## config.mk

```make
export PLATFORM = sky130hd
export DESIGN_NAME = operand_addressing_decoder
export DESIGN_NICKNAME = d
export VERILOG_FILES = /design/src/opdec_pkg.sv /design/src/operand_addressing_decoder.sv /design/src/index_adder.sv
export SDC_FILE = /design/constraint.sdc
export NUM_CORES = 1
export LEC_CHECK = 0
export BUFFER_PORTS_ARGS = -buffer_cell sky130_fd_sc_hd__buf_4
export CORE_MARGIN = 10
export CORE_UTILIZATION = 35
export DETAILED_ROUTE_END_ITERATION = 7
export SLEW_MARGIN = 0
export SYNTH_ARGS = -nofsm -noshare
export SYNTH_HDL_FRONTEND = slang
export SYNTH_SLANG_ARGS = --single-unit
export TNS_END_PERCENT = 20
```

## constraint.sdc

```tcl
create_clock -name REF_CLK -period 9.9 [get_ports REF_CLK]
set_input_delay 0.99 -clock REF_CLK [delete_from_list [all_inputs] [get_ports REF_CLK]]
set_output_delay 0.99 -clock REF_CLK [all_outputs]
set_load 0.02 [all_outputs]
```

## src/opdec_pkg.sv

```systemverilog
// Purpose: shared types, constants and mode helpers for the operand addressing decoder
// Assumes: 8-bit data, 16-bit address space, pointer words stored high byte first
// Notes:   no registers reachable by software
package opdec_pkg;

    // =====================================================================
    // widths and reset values
    localparam int          ADDR_W       = 16;
    localparam int          DATA_W       = 8;
    localparam logic [15:0] ADDR_RESET   = 16'h0000;
    localparam logic [7:0]  BYTE_RESET   = 8'h00;
    localparam logic [7:0]  PAGE_ZERO_HI = 8'h00;
    localparam logic [15:0] NEXT_BYTE    = 16'h0001;
    localparam logic [2:0]  LEN_OPCODE   = 3'h1;
    localparam logic [2:0]  LEN_PREFIX   = 3'h1;
    localparam logic [2:0]  LEN_RESET    = 3'h0;

    // =====================================================================
    // enumerations
    typedef enum logic [3:0] {
        am_inherent,
        am_immediate,
        am_dir_short,
        am_dir_long,
        am_idx_none,
        am_idx_short,
        am_idx_long,
        am_ind_short,
        am_ind_long,
        am_indidx_short,
        am_indidx_long,
        am_rel_direct,
        am_rel_indirect
    } addr_mode_type;

    typedef enum logic [1:0] {
        grp_inherent,
        grp_long_ok,
        grp_short_only,
        grp_relative
    } insn_group_type;

    typedef enum logic [3:0] {
        nop_op,
        trap_op,
        wait_interrupt_op,
        halt_op,
        subroutine_return_op,
        interrupt_return_op,
        mask_set_op,
        mask_clear_op,
        carry_set_op,
        carry_clear_op,
        stack_pointer_reset_op,
        register_data_op
    } inherent_op_type;

    // =====================================================================
    // mode helpers
    function automatic logic [1:0] operand_bytes(input addr_mode_type m);
        unique case (m)
            am_inherent, am_idx_none:  operand_bytes = 2'd0;
            am_dir_long, am_idx_long:  operand_bytes = 2'd2;
            default:                   operand_bytes = 2'd1;
        endcase
    endfunction : operand_bytes

    function automatic logic is_long(input addr_mode_type m);
        is_long = (m == am_dir_long) || (m == am_idx_long) ||
                  (m == am_ind_long) || (m == am_indidx_long);
    endfunction : is_long

    function automatic logic is_relative(input addr_mode_type m);
        is_relative = (m == am_rel_direct) || (m == am_rel_indirect);
    endfunction : is_relative

    function automatic logic uses_pointer(input addr_mode_type m);
        uses_pointer = (m == am_ind_short) || (m == am_ind_long) ||
                       (m == am_indidx_short) || (m == am_indidx_long) ||
                       (m == am_rel_indirect);
    endfunction : uses_pointer

    function automatic logic uses_index(input addr_mode_type m);
        uses_index = (m == am_idx_none) || (m == am_idx_short) || (m == am_idx_long) ||
                     (m == am_indidx_short) || (m == am_indidx_long);
    endfunction : uses_index

endpackage : opdec_pkg

```

## src/operand_addressing_decoder.sv

```systemverilog
// Purpose: instruction length and operand address generation for all addressing modes
// Assumes: memory answers each held read with MEM_RD_VALID; INSN_PC is the first byte
//          of the instruction (the prefix byte when the second index is used)
// Notes:   one instruction in flight; START is ignored while busy
module operand_addressing_decoder
    import opdec_pkg::*;
(
    input  wire logic            REF_CLK,
    input  wire logic            RESETN,
    input  wire logic            START,
    input  wire addr_mode_type   MODE,
    input  wire insn_group_type  GROUP,
    input  wire inherent_op_type INHERENT_OP,
    input  wire logic            USE_SECOND_INDEX,
    input  wire logic [7:0]      INDEX_FIRST,
    input  wire logic [7:0]      INDEX_SECOND,
    input  wire logic [15:0]     INSN_PC,
    output logic                 MEM_RD_REQ,
    output logic      [15:0]     MEM_ADDR,
    input  wire logic [7:0]      MEM_RD_DATA,
    input  wire logic            MEM_RD_VALID,
    output logic                 BUSY,
    output logic                 DONE,
    output logic                 ILLEGAL,
    output logic      [2:0]      INSN_LENGTH,
    output logic      [15:0]     OPERAND_ADDR,
    output logic      [7:0]      OPERAND_VALUE,
    output logic                 OPERAND_IS_VALUE,
    output logic                 BRANCH,
    output logic      [15:0]     BRANCH_TARGET,
    output inherent_op_type      INHERENT_KIND
);

    typedef enum logic [2:0] {
        st_idle,
        st_arg1,
        st_arg2,
        st_ptr1,
        st_ptr2,
        st_finish
    } state_type;

    // =====================================================================
    // state and latched request
    state_type       state_r, state_nxt;
    addr_mode_type   mode_r;
    inherent_op_type inh_r;
    logic            second_r;
    logic [7:0]      idx_r;
    logic [15:0]     pc_r;
    logic [7:0]      arg1_r, arg2_r, ptr1_r, ptr2_r;
    logic [15:0]     mem_addr_r, mem_addr_nxt;

    // output registers
    logic            done_r, illegal_r, is_value_r, branch_r;
    logic [2:0]      len_r;
    logic [15:0]     ea_r, target_r;
    logic [7:0]      value_r;
    inherent_op_type kind_r;

    // =====================================================================
    // request checks
    wire logic idle      = (state_r == st_idle);
    wire logic take      = idle && START;
    wire logic grp_ok_inh = (GROUP == grp_inherent) && (MODE == am_inherent);
    wire logic grp_ok_lng = (GROUP == grp_long_ok) && !is_relative(MODE) &&
                            (MODE != am_inherent);
    wire logic grp_ok_sht = (GROUP == grp_short_only) && !is_long(MODE) &&
                            !is_relative(MODE) && (MODE != am_immediate);
    wire logic grp_ok_rel = (GROUP == grp_relative) && is_relative(MODE);
    wire logic allowed   = grp_ok_inh || grp_ok_lng || grp_ok_sht || grp_ok_rel;
    wire logic [1:0] in_bytes = operand_bytes(MODE);
    wire logic in_second = USE_SECOND_INDEX && uses_index(MODE);
    wire logic [15:0] first_arg = INSN_PC + {13'h0000, LEN_OPCODE} +
                                  {15'h0000, in_second};

    // =====================================================================
    // sequencing
    wire logic got        = MEM_RD_VALID;
    wire logic need_word  = (mode_r == am_ind_long) || (mode_r == am_indidx_long);
    wire logic [15:0] ptr_addr = {PAGE_ZERO_HI, MEM_RD_DATA};

    always_comb begin
        state_nxt    = state_r;
        mem_addr_nxt = mem_addr_r;
        unique case (state_r)
            st_idle: begin
                if (take && allowed) begin
                    mem_addr_nxt = first_arg;
                    state_nxt    = (in_bytes == 2'd0) ? st_finish : st_arg1;
                end
            end
            st_arg1: begin
                if (got) begin
                    if (operand_bytes(mode_r) == 2'd2) begin
                        mem_addr_nxt = mem_addr_r + NEXT_BYTE;
                        state_nxt    = st_arg2;
                    end else if (uses_pointer(mode_r)) begin
                        mem_addr_nxt = ptr_addr;
                        state_nxt    = st_ptr1;
                    end else begin
                        state_nxt    = st_finish;
                    end
                end
            end
            st_arg2: begin
                if (got) begin
                    state_nxt = st_finish;
                end
            end
            st_ptr1: begin
                if (got) begin
                    mem_addr_nxt = mem_addr_r + NEXT_BYTE;
                    state_nxt    = need_word ? st_ptr2 : st_finish;
                end
            end
            st_ptr2: begin
                if (got) begin
                    state_nxt = st_finish;
                end
            end
            st_finish: begin
                state_nxt = st_idle;
            end
        endcase
    end

    always_ff @(posedge REF_CLK or negedge RESETN) begin
        if (!RESETN) begin
            state_r    <= st_idle;
            mem_addr_r <= ADDR_RESET;
        end else begin
            state_r    <= state_nxt;
            mem_addr_r <= mem_addr_nxt;
        end
    end

    // latch the request when taken
    always_ff @(posedge REF_CLK or negedge RESETN) begin
        if (!RESETN) begin
            mode_r   <= am_inherent;
            inh_r    <= nop_op;
            second_r <= 1'b0;
            idx_r    <= BYTE_RESET;
            pc_r     <= ADDR_RESET;
        end else if (take) begin
            mode_r   <= MODE;
            inh_r    <= INHERENT_OP;
            second_r <= in_second;
            idx_r    <= in_second ? INDEX_SECOND : INDEX_FIRST;
            pc_r     <= INSN_PC;
        end
    end

    // fetched bytes
    always_ff @(posedge REF_CLK or negedge RESETN) begin
        if (!RESETN) begin
            arg1_r <= BYTE_RESET;
            arg2_r <= BYTE_RESET;
            ptr1_r <= BYTE_RESET;
            ptr2_r <= BYTE_RESET;
        end else if (got) begin
            if (state_r == st_arg1) arg1_r <= MEM_RD_DATA;
            if (state_r == st_arg2) arg2_r <= MEM_RD_DATA;
            if (state_r == st_ptr1) ptr1_r <= MEM_RD_DATA;
            if (state_r == st_ptr2) ptr2_r <= MEM_RD_DATA;
        end
    end

    // =====================================================================
    // address arithmetic
    wire logic [15:0] arg_word = {arg1_r, arg2_r};
    wire logic [15:0] ptr_word = {ptr1_r, ptr2_r};
    wire logic        idx_short_form = (mode_r == am_idx_short) ||
                                       (mode_r == am_indidx_short);
    logic [15:0] idx_base;
    logic [15:0] idx_sum;
    logic [15:0] ea;

    always_comb begin
        unique case (mode_r)
            am_idx_short:    idx_base = {PAGE_ZERO_HI, arg1_r};
            am_idx_long:     idx_base = arg_word;
            am_indidx_short: idx_base = {PAGE_ZERO_HI, ptr1_r};
            am_indidx_long:  idx_base = ptr_word;
            default:         idx_base = ADDR_RESET;
        endcase
    end

    index_adder u_index_adder (
        .base       (idx_base),
        .index      (idx_r),
        .short_form (idx_short_form),
        .sum        (idx_sum)
    );

    always_comb begin
        unique case (mode_r)
            am_dir_short:    ea = {PAGE_ZERO_HI, arg1_r};
            am_dir_long:     ea = arg_word;
            am_idx_none:     ea = {PAGE_ZERO_HI, idx_r};
            am_ind_short:    ea = {PAGE_ZERO_HI, ptr1_r};
            am_ind_long:     ea = ptr_word;
            am_idx_short, am_idx_long, am_indidx_short, am_indidx_long:
                             ea = idx_sum;
            default:         ea = ADDR_RESET;
        endcase
    end

    wire logic [2:0]  length   = LEN_OPCODE + {1'b0, operand_bytes(mode_r)} +
                                 (second_r ? LEN_PREFIX : LEN_RESET);
    wire logic [15:0] next_pc  = pc_r + {13'h0000, length};
    wire logic [7:0]  rel_off  = (mode_r == am_rel_direct) ? arg1_r : ptr1_r;
    wire logic [15:0] rel_tgt  = next_pc + {{8{rel_off[7]}}, rel_off};
    wire logic        finish   = (state_r == st_finish);

    // =====================================================================
    // results
    always_ff @(posedge REF_CLK or negedge RESETN) begin
        if (!RESETN) begin
            done_r    <= 1'b0;
            illegal_r <= 1'b0;
        end else begin
            done_r    <= finish;
            illegal_r <= take && !allowed;
        end
    end

    always_ff @(posedge REF_CLK or negedge RESETN) begin
        if (!RESETN) begin
            len_r      <= LEN_RESET;
            ea_r       <= ADDR_RESET;
            value_r    <= BYTE_RESET;
            is_value_r <= 1'b0;
            branch_r   <= 1'b0;
            target_r   <= ADDR_RESET;
            kind_r     <= nop_op;
        end else if (finish) begin
            len_r      <= length;
            ea_r       <= ea;
            value_r    <= (mode_r == am_immediate) ? arg1_r : BYTE_RESET;
            is_value_r <= (mode_r == am_immediate);
            branch_r   <= is_relative(mode_r);
            target_r   <= is_relative(mode_r) ? rel_tgt : next_pc;
            kind_r     <= (mode_r == am_inherent) ? inh_r : register_data_op;
        end
    end

    assign MEM_RD_REQ       = (state_r == st_arg1) || (state_r == st_arg2) ||
                              (state_r == st_ptr1) || (state_r == st_ptr2);
    assign MEM_ADDR         = mem_addr_r;
    assign BUSY             = !idle;
    assign DONE             = done_r;
    assign ILLEGAL          = illegal_r;
    assign INSN_LENGTH      = len_r;
    assign OPERAND_ADDR     = ea_r;
    assign OPERAND_VALUE    = value_r;
    assign OPERAND_IS_VALUE = is_value_r;
    assign BRANCH           = branch_r;
    assign BRANCH_TARGET    = target_r;
    assign INHERENT_KIND    = kind_r;

    // =====================================================================
    // checks
    chk_inherent_one_byte: assert property (@(posedge REF_CLK) disable iff (!RESETN)
        take && allowed && MODE == am_inherent |-> !MEM_RD_REQ ##2 DONE && INSN_LENGTH == 3'h1)
        else $error("inherent instruction not one byte");

    chk_immediate_value: assert property (@(posedge REF_CLK) disable iff (!RESETN)
        finish && mode_r == am_immediate |=> OPERAND_IS_VALUE && OPERAND_VALUE == arg1_r
            && INSN_LENGTH == 3'h2)
        else $error("immediate operand wrong");

    chk_short_direct_page: assert property (@(posedge REF_CLK) disable iff (!RESETN)
        finish && mode_r == am_dir_short |=> OPERAND_ADDR == {8'h00, $past(arg1_r)})
        else $error("short direct address wrong");

    chk_long_direct_word: assert property (@(posedge REF_CLK) disable iff (!RESETN)
        finish && mode_r == am_dir_long |=> OPERAND_ADDR == {$past(arg1_r), $past(arg2_r)})
        else $error("long direct address wrong");

    chk_noofs_index_addr: assert property (@(posedge REF_CLK) disable iff (!RESETN)
        finish && mode_r == am_idx_none |=> OPERAND_ADDR == {8'h00, $past(idx_r)})
        else $error("no-offset indexed address wrong");

    chk_short_index_span: assert property (@(posedge REF_CLK) disable iff (!RESETN)
        finish && idx_short_form |=> OPERAND_ADDR[15:9] == 7'h00 &&
            OPERAND_ADDR[8:0] == {1'b0, $past(idx_base[7:0])} + {1'b0, $past(idx_r)})
        else $error("short indexed sum wrong");

    chk_prefix_length: assert property (@(posedge REF_CLK) disable iff (!RESETN)
        finish && second_r |=> INSN_LENGTH == $past({1'b0, operand_bytes(mode_r)}) + 3'h2)
        else $error("prefix byte not counted");

    chk_short_only_long: assert property (@(posedge REF_CLK) disable iff (!RESETN)
        take && GROUP == grp_short_only && is_long(MODE) |=> ILLEGAL && state_r == st_idle)
        else $error("long form accepted in short-only group");

    chk_pointer_fetch: assert property (@(posedge REF_CLK) disable iff (!RESETN)
        state_r == st_arg1 && got && uses_pointer(mode_r) |=>
            state_r == st_ptr1 && MEM_ADDR == {8'h00, $past(MEM_RD_DATA)})
        else $error("pointer fetched from wrong address");

    chk_relative_target: assert property (@(posedge REF_CLK) disable iff (!RESETN)
        finish && is_relative(mode_r) |=> BRANCH &&
            BRANCH_TARGET == $past(next_pc) + {{8{$past(rel_off[7])}}, $past(rel_off)})
        else $error("relative target wrong");

endmodule : operand_addressing_decoder

```

## src/index_adder.sv

```systemverilog
// Purpose: unsigned index addition for indexed and indirect indexed forms
// Assumes: short forms add to a byte base, long forms to a word base
// Notes:   purely combinational
module index_adder
    import opdec_pkg::*;
(
    input  wire logic [15:0] base,
    input  wire logic [7:0]  index,
    input  wire logic        short_form,
    output logic      [15:0] sum
);

    // =====================================================================
    // adders
    wire logic [8:0]  short_sum = {1'b0, base[7:0]} + {1'b0, index};
    wire logic [15:0] long_sum  = base + {PAGE_ZERO_HI, index};

    // carry out of bit 7 kept as bit 8, upper bits zero
    assign sum = short_form ? {7'h00, short_sum} : long_sum;

endmodule : index_adder

```

* Yosys cells after proc, flatten, opt, wreduce, memory -nomap -nowiden *
Index checks and enable logic that the tools add are counted.

storage, ports and cells
  flip-flop bits (word level) = 135
  bits of input ports = 55
  output and inout bits = 69
  word-level logic and storage cells = 148

cells by class
  equality and inequality tests = 36
  mux-type cells = 28
  add/subtract/negate cells = 9
  reductions and logical operators = 55

operators by type and width
  kind                                                                    count
  16-bit 2-to-1 mux                                                       7
  16-bit one-hot mux with 6 select lines                                  1
  16-bit one-hot mux with 4 select lines                                  1
  16-bit one-hot mux with 3 select lines                                  1
  4-bit equality test (second input constant)                             10
  16-bit by 1-bit adder with 16-bit output (second input constant)        2
  4-bit by 3-bit equality test with 1-bit output (second input constant)  7
  8-bit 2-to-1 mux                                                        3
  1-bit logical OR                                                        21
  3-bit 2-to-1 mux                                                        7
  16-bit by 1-bit adder with 16-bit output                                1
  16-bit adder                                                            1
  16-bit by 3-bit adder with 16-bit output                                1
  16-bit by 8-bit adder with 16-bit output                                1
  3-bit one-hot mux with 5 select lines                                   1
  4-bit by 2-bit equality test with 1-bit output (second input constant)  3
  1-bit logical AND                                                       11
  2-bit OR reduction                                                      5
  8-bit by 8-bit adder with 9-bit output                                  1
  4-bit zero test                                                         2
  2-bit one-hot mux with 2 select lines                                   2
  2-bit AND reduction                                                     4
  2-bit equality test (second input constant)                             3
  3-bit by 2-bit equality test with 1-bit output (second input constant)  2
  21 further kinds                                                        30

* Depth between registers and ports, before layout *
Gate-level depths: netlist of the first run.

  word-level depth = 13
  gate-level depth with buffers = 22
  mapped depth without buffers = 21

* Hierarchy *
Synthesis of the first run repeated with hierarchy kept, for this count alone.

second synthesis, totals
  cell total of the unflattened synthesis = 971
  area total of the unflattened synthesis = 8,837.2 µm²

modules (own cells, without submodules)
  module                      area an instance (µm²)  instances  seq. area each (µm²)  cells an instance
  operand_addressing_decoder  8,080.2                 1          3,378.2               867
  index_adder                 757.0                   1          0.0                   104

* Worst setup path after synthesis of the first run *
OpenSTA, ideal clock, no wires.

  path kind = reg-to-reg
  from = register mode_r[0]
  to = register target_r[15], in the netlist BRANCH_TARGET[15]
  path buffers = 2
  required time = 9.770 ns
  slack = 5.928 ns
  clock period less this slack = 3.972 ns
  stages on the path, launching flop included = 22
  library setup time = 0.130 ns
  arrival time = 3.843 ns
  cells stage by stage = dfrtp_1 > buf_2 > nand2b_1 > buf_4 > nor2_4 > nor2_1 > xnor2_1 > inv_1 > ha_1 > a21o_1 > a21oi_1 > nor2_1 > and3_1 > xor2_1 > ha_1 > nand2_1 > a21oi_1 > a211oi_1 > nand2_1 > a211oi_1 > xnor2_1 > o21ai_1

on the way
  longest elaborated chain between the ends = 8
  elaborated cells on any way between the ends = 16
  those cells by class = add/sub: 4; eq/ne: 5; mux: 3; reduce/logical: 4

ends and longest elaborated chain
  item                                                                          line                               RTL
  start, declared                                                               operand_addressing_decoder.sv:46   addr_mode_type mode_r;
  start signal, assigned                                                        operand_addressing_decoder.sv:141  mode_r <= am_inherent;
  4-bit by 2-bit equality test with 1-bit output, or another cell as far along  opdec_pkg.sv:61                    unique case (m)
  2-bit OR reduction                                                            opdec_pkg.sv:61
  2-bit one-hot mux with 2 select lines *                                       opdec_pkg.sv:61
  1-bit by 2-bit adder with 3-bit output *                                      operand_addressing_decoder.sv:210  wire logic [2:0] length = LEN_OPCODE + {1'b0, operand_bytes(mode_r)} +
  3-bit by 1-bit adder with 3-bit output *                                      operand_addressing_decoder.sv:210
  named net length[1]                                                           operand_addressing_decoder.sv:210
  16-bit by 3-bit adder with 16-bit output *                                    operand_addressing_decoder.sv:212  wire logic [15:0] next_pc = pc_r + {13'h0000, length};
  16-bit adder                                                                  operand_addressing_decoder.sv:214  wire logic [15:0] rel_tgt = next_pc + {{8{rel_off[7]}}, rel_off};
  16-bit 2-to-1 mux *                                                           operand_addressing_decoder.sv:244  target_r <= is_relative(mode_r) ? rel_tgt : next_pc;
  end signal, assigned                                                          operand_addressing_decoder.sv:244
  end, declared                                                                 operand_addressing_decoder.sv:57   logic [15:0] ea_r, target_r;

The timed path passes the listed nets; every way through them passes the cells marked *.
A chain may end at the register's enable or synchronous reset.

* Final worst setup path of the first run *
  from = register mode_r[1]
  to = register target_r[15], in the netlist BRANCH_TARGET[15]

Same word-level chain as after synthesis.

==> impl_metrics.py, run 1 <==
metrics = {
    "status": {
        "status": "completed",
    },
    "timing": {
        "min_period_over_period_pct": 50.6,
        "report.final.slew_viol_count": 0,
        "fin_setup_tns_ns": 0,
        "setup_viol": 0,
        "slew_headroom_pct": 29.0,
        "hold_ws_ns": 0.474,
        "grt_setup_unrepaired": "no",
        "final_hold_viol_count": 0,
        "tightest_slew_ns": 1.06,
        "timing.fmax_mhz": 200,
        "period_needed_ns": 5.01,
        "skew_ns": 0.00943,
    },
    "floorplanning": {
        "core_area_mm2": 0.0243,
        "die_w_um": 177,
        "fp.dieH_um": 177,
        "num_rows": 57,
        "io_pins": 124,
        "dieArea_mm2": 0.0314,
        "start_util_pct": 35.5,
    },
    "logic_synthesis": {
        "synth_compound_area_share_pct": 20.8,
        "synthCells": 962,
        "synth_warnings": 0,
        "ys_seq_area_share_pct": 39.1,
        "synth_xor_area_share_pct": 5.68,
        "synthSimpleGateAreaFrac_pct": 18.7,
        "synth_top_area_cell": "dfrtp_1",
        "synth_fa_ha_area_share_pct": 5.18,
        "synth.area.mux_share_pct": 6.88,
        "ys_ff_latch": 135,
        "syn_avg_cell_area_um2": 8.98,
        "synth_area_mm2": 0.00864,
        "synth_top_family_by_area": "compound AO/OA/AOI/OAI gates",
        "synthDistinctLibCells": 69,
        "synth.area.top_cells": "dfrtp_1 39%, nand2_1 6.7%, mux2_2 5.6%, ha_1 4.5%, o21ai_0 4.0%",
        "ys.flop_type": "dfrtp_1",
        "synth_edf_count": 0,
        "syn_nets": 1051,
        "ys_async_sr_fraction_pct": 100,
        "synth_top_area_share_pct": 39.1,
    },
    "cts": {
        "cts_tree": "built",
        "numCtsBuffers": 17,
        "cts.clk_slew.worst_paths_ns": 0.06,
        "clkLatencyLatePin_ns": 0.42,
        "cts.sinks": 135,
        "root_buffer": "clkbuf_16",
        "cts_setup_buffers": 0,
        "cts_resized": 0,
        "htreeDepth": 4,
        "cts_buffer_depth": 2,
        "cts.hold.buffers_added": 0,
    },
    "grt": {
        "antenna_found_initial": 0,
        "grt_max_degree": 72,
        "grt_overflow": 0,
        "grt.total_usage_pct": 16.6,
        "grt_pass1_vias": 7403,
        "grt_pass1_wl_um": 41600,
    },
    "critical_path": {
        "start_kind": "register",
        "critPathCaptureType": "register",
        "r2r-start": "mode_r[1]",
        "ff2ff_path_depth": 19,
        "crit_type": "reg -> reg",
        "critPathRequiredTime_ns": 10.19,
        "path_max_fanout": 19,
        "crit_start": "mode_r[1]",
        "r2r-end": "BRANCH_TARGET[15]",
        "cp.arrival_ns": 5.29,
        "crit_end": "BRANCH_TARGET[15]",
        "r2r_setup_slack_ns": 4.89,
    },
    "route": {
        "wire_per_inst_um": 18.8,
        "vias": 7538,
        "drt_pass1_iterations": 7,
        "drt_iter0_drc": 656,
        "ant_nets": 0,
        "wl_um": 26100,
        "drc": 0,
        "vias_per_cell": 5.42,
    },
    "placed_design": {
        "gp_congestion": 0.920,
        "port-buffer-count": 123,
        "hpwlAfterDp_um": 19300,
    },
    "power_and_ir_drop": {
        "p_total_mw": 3.51,
        "peakVddDrop_mv": 0.123,
        "p_per_area_mw_per_mm2": 341,
        "p_leak_nw": 4.68,
    },
    "layout": {
        "diodes": 0,
        "nFillCells": 2409,
        "final_common_cell": "nand2_1",
        "layout-drive-gt1-share_pct": 19.9,
        "layout_common_cells": "154 x nand2_1, 135 x dfrtp_1, 128 x buf_4",
        "area_delta_synth_final_pct": 19.3,
        "layout.nets": 1146,
    },
    "job": {
        "cap_violations": 0,
    },
    "hold_path": {
        "min_path_cells": 2,
        "hold_class": "reg -> reg",
    },
}
[critical path, cell delays in order, from the launching register on]
cell and delay [ns]:
dfrtp_1 0.67, nand2_1 0.22, nor3_4 0.67, nor2_1 0.19
xnor2_1 0.34, inv_1 0.08, ha_1 0.27, a21o_1 0.17
a21oi_1 0.30, nor2_1 0.16, and3_1 0.22, xor2_1 0.23
ha_1 0.30, nand2_1 0.10, a21oi_1 0.05, a211oi_1 0.26
nand2_1 0.15, a211oi_1 0.27, xnor2_1 0.15, o21ai_1 0.07
[cells in the mapped netlist (all sizes together) (4+ instances only)]
library cell	n
a222oi	9
buf	25
clkbuf	28
ha	31
and2	4
nand4	11
o211ai	7
a22o	10
nor2	56
nand2	155
o31ai	12
nand3b	10
o21ai	81
nor3b	5
a21oi	47
a22oi	35
nand3	20
mux2	43
inv	23
dfrtp	135
a21o	13
mux2i	11
o22ai	5
nor2b	13
o22a	4
xor2	20
o21a	8
and3	11
xnor2	36
o221ai	5
a31oi	12
a211oi	7
nor3	22
nand2b	15
[report_power, final]
| part | internal [mW] | switching, mW |
|---|---|---|
| combinational | 0.764 | 1.05 |
| sequential | 0.790 | 0.339 |
| clock | 0.345 | 0.228 |
[metal layers]
| metal | wire length (um) | GRT usage (%) |
|---|---|---|
| met1 | 12300 | 22.9 |
| met2 | 11400 | 24.0 |
| met3 | 1600 | 4.18 |
| met4 | 776 | 7.18 |
| met5 | 0 | 0 |
[worst min-delay path by stage]
| stage | endpoint | startpoint |
|---|---|---|
| 2_1_floorplan | inh_r[0] | inh_r[0] |
| 3_3_place_gp | BRANCH | BRANCH |
| 3_5_place_dp | inh_r[1] | inh_r[1] |
| 4_1_cts | inh_r[1] | inh_r[1] |
| 5_1_grt | OPERAND_IS_VALUE | OPERAND_IS_VALUE |
| 6_report | inh_r[1] | inh_r[1] |
[stage by stage]
stage               util (%)  setup WS [ns]  std cells  instance area [um^2]
global route            42.4           4.32       1390                 10300
CTS                     42.4           4.88       1390                 10300
global placement        40.3           5.06       1362                  9800
detailed placement      40.3           4.90       1362                  9800
floorplan                  -           5.93        962                  8640
finish                  42.4           4.89       1390                 10300
[sequential cells by signal (all words and copies together), names as in the netlist]
signal,count
BRANCH,1
BRANCH_TARGET,16
DONE,1
ILLEGAL,1
INHERENT_KIND,4
INSN_LENGTH,3
MEM_ADDR,16
OPERAND_ADDR,16
OPERAND_IS_VALUE,1
OPERAND_VALUE,8
arg1_r,8
arg2_r,8
idx_r,8
inh_r,4
mode_r,4
pc_r,16
ptr1_r,8
ptr2_r,8
second_r,1
state_r,3
[cells by family after synthesis]
group / Yosys count
multiplexers: 54
adder cells (fa/ha/maj): 34
flip-flops: 135
AND/OR/NAND/NOR: 335
AO/OA/AOI/OAI: 271
buffers and inverters: 77
XOR/XNOR: 56
[final cells by class]
cell class	count	area, um^2	area share, %
repair buffers	129	972	9.43
clock inverters	5	52.6	0.510
well taps	324	405	3.93
clock buffers	23	458	4.44
inverters	24	90.1	0.874
multi-input cells	750	4950	48.0
flip-flops and latches	135	3380	32.8
Note: power is estimated with default switching activity, not from simulation.
==> run 2: changes to the inputs <==
==> constraint.sdc (replaced) <==
create_clock -name REF_CLK -period 4.75 [get_ports REF_CLK]
set_input_delay 0.475 -clock REF_CLK [delete_from_list [all_inputs] [get_ports REF_CLK]]
set_output_delay 0.475 -clock REF_CLK [all_outputs]
set_load 0.02 [all_outputs]
==> impl_metrics.py, run 2 (same netlist as run 1, synthesis figures left out) <==
metrics = {
    "timing": {
        "tightest_slew_ns": 1.24,
        "setup_viol": 0,
        "skew_ns": 0.00667,
        "timing.fmax_mhz": 234,
        "final_hold_viol_count": 0,
        "report.final.slew_viol_count": 0,
        "slew_headroom_pct": 16.9,
        "min_period_over_period_pct": 90.1,
        "period_needed_ns": 4.28,
    },
    "job": {
        "cap_violations": 0,
    },
    "cts": {
        "htreeDepth": 4,
        "numCtsBuffers": 17,
        "cts.sinks": 135,
        "clkLatencyLatePin_ns": 0.42,
        "root_buffer": "clkbuf_16",
        "cts_buffer_depth": 2,
        "cts.clk_slew.worst_paths_ns": 0.06,
        "cts_setup_buffers": 0,
        "cts_tree": "built",
    },
    "grt": {
        "grt.total_usage_pct": 16.7,
        "grtUsageMet2_pct": 24.9,
        "grt_pass1_wl_um": 41900,
        "grtUsageMet3_pct": 3.56,
        "grt_busiest_layer": "met2",
        "grt_max_degree": 101,
        "antenna_found_initial": 1,
        "grt_pass1_vias": 7502,
        "grt_overflow": 0,
        "met1_usage_pct": 23.0,
    },
    "critical_path": {
        "crit_top_cell": "ha_1",
        "worst-path-buf-inv": 2,
        "critPathCaptureType": "register",
        "cp_cell_sequence": "and3b_1 > nor2_1 > nor2_1 > ha_1 > inv_1 > ha_1 > inv_1 > fa_1 > nand2b_1 > a21oi_2 > nand3_1 > xnor2_1 > ha_1 > a21o_1 > a31o_2 > nand3b_1 > a21oi_1 > a211oi_1 > xnor2_1 > o21ai_1",
        "path_delay_family": "adder cells",
        "start_kind": "register",
        "slowest_delay_ns": 0.51,
        "crit_type": "reg -> reg",
        "critPathSlowestCell": "dfrtp_2",
        "cp.arrival_ns": 4.56,
        "critPathRequiredTime_ns": 5.03,
        "path_max_fanout": 16,
    },
    "layout": {
        "layout_common_cells": "154 x nand2_1, 137 x buf_4, 134 x dfrtp_1",
        "area_delta_synth_final_pct": 21.5,
        "final_common_cell": "nand2_1",
        "fin_area_mm2": 0.0105,
        "layout.nets": 1155,
        "nFillCells": 2379,
        "layout-drive-gt1-share_pct": 21.5,
    },
    "placed_design": {
        "hpwlAfterDp_um": 19300,
        "post_dp_cell_area_mm2": 0.00986,
        "port-buffer-count": 123,
        "gp_congestion": 0.923,
    },
    "route": {
        "vias_per_cell": 5.47,
        "wire_per_inst_um": 18.7,
        "drt_pass1_iterations": 8,
        "drc": 0,
        "ant_nets": 0,
        "vias": 7685,
        "wl_um": 26300,
        "drt_iter0_drc": 694,
    },
    "status": {
        "status": "completed",
    },
    "floorplanning": {
        "die_w_um": 177,
        "fp.dieH_um": 177,
        "start_util_pct": 35.5,
        "dieArea_mm2": 0.0314,
        "num_rows": 57,
        "io_pins": 124,
        "core_area_mm2": 0.0243,
    },
    "hold_path": {
        "hold_class": "in -> async",
    },
    "power_and_ir_drop": {
        "p_total_mw": 7.60,
        "peakVddDrop_mv": 0.305,
        "p_per_area_mw_per_mm2": 724,
        "p_leak_nw": 4.77,
    },
}
[run 2: cell count changes in the layout (fill, tap and decap cells not counted), moves of 2 or more]
cell,change
clkbuf_1,-4
clkbuf_8,+2
bufinv_16,+2
clkinv_4,+2
buf_4,+9
clkinvlp_4,+3
[run 2: timing repair]
| action | in CTS | in global routing |
|---|---|---|
| gates resized for setup | 0 | 3 |
| hold buffers | 0 | 0 |
| endpoints found under the setup margin | 0 | 5 |
[run 2: cell type report]
cell class	count	area (um^2)	area share, %
multi-input cells	750	4960	47.3
flip-flops and latches	135	3380	32.2
repair buffers	138	1040	9.90
clock buffers	21	470	4.48
well taps	324	405	3.86
clock inverters	11	148	1.41
inverters	24	90.1	0.858
diodes	1	2.50	0.0238
[run 2: worst paths after layout]
kind	slack [ns]	to	cells after the start	from
max	0.47	BRANCH_TARGET[15]	20	mode_r[1]
min	0.15	MEM_ADDR[12]	1	RESETN
max reg2reg	0.47	BRANCH_TARGET[15]	20	mode_r[1]
min reg2reg	0.47	inh_r[1]	2	inh_r[1]
max in group asynchronous	3.53	OPERAND_ADDR[6]	2	RESETN
min in group REF_CLK	0.25	inh_r[0]	3	INHERENT_OP[0]
[run 2: per-layer routing]
layer / up-vias / routed length (um)
li1: 3685 / -
met3: 39 / 1830
met1: 3701 / 12200
met5: - / 0
met2: 260 / 11700
met4: 0 / 615
[run 2: metrics by stage]
| stage | setup WS [ns] | instances | util, % | setup TNS, ns | hold WS, ns |
|---|---|---|---|---|---|
| 6_report | 0.471 | 1404 | 43.2 | 0 | 0.151 |
| 5_1_grt | -0.0200 | 1404 | 43.2 | -0.0200 | 0.220 |
| 4_1_cts | 0.277 | 1403 | 43.1 | 0 | 0.202 |
| 3_5_place_dp | 0.279 | 1371 | 40.6 | 0 | 0.464 |
| 3_3_place_gp | 0.420 | 1371 | 40.6 | 0 | 0.462 |
| 2_1_floorplan | 0.778 | 962 | - | 0 | 0.179 |
[run 2: power by group]
| part | switching [mW] | leakage [nW] | internal (mW) |
|---|---|---|---|
| clock | 0.516 | 0.291 | 0.867 |
| combinational | 2.26 | 2.77 | 1.64 |
| sequential | 0.664 | 1.71 | 1.65 |
[run 2: worst reg2reg max path, stage by stage, from the launching register on]
cell      delay [ns]
dfrtp_2         0.51
and3b_1         0.25
nor2_1          0.10
nor2_1          0.05
ha_1            0.29
inv_1           0.06
ha_1            0.15
inv_1           0.05
fa_1            0.38
nand2b_1        0.21
a21oi_2         0.23
nand3_1         0.12
xnor2_1         0.27
ha_1            0.37
a21o_1          0.21
a31o_2          0.26
nand3b_1        0.15
a21oi_1         0.16
a211oi_1        0.07
xnor2_1         0.17
o21ai_1         0.08
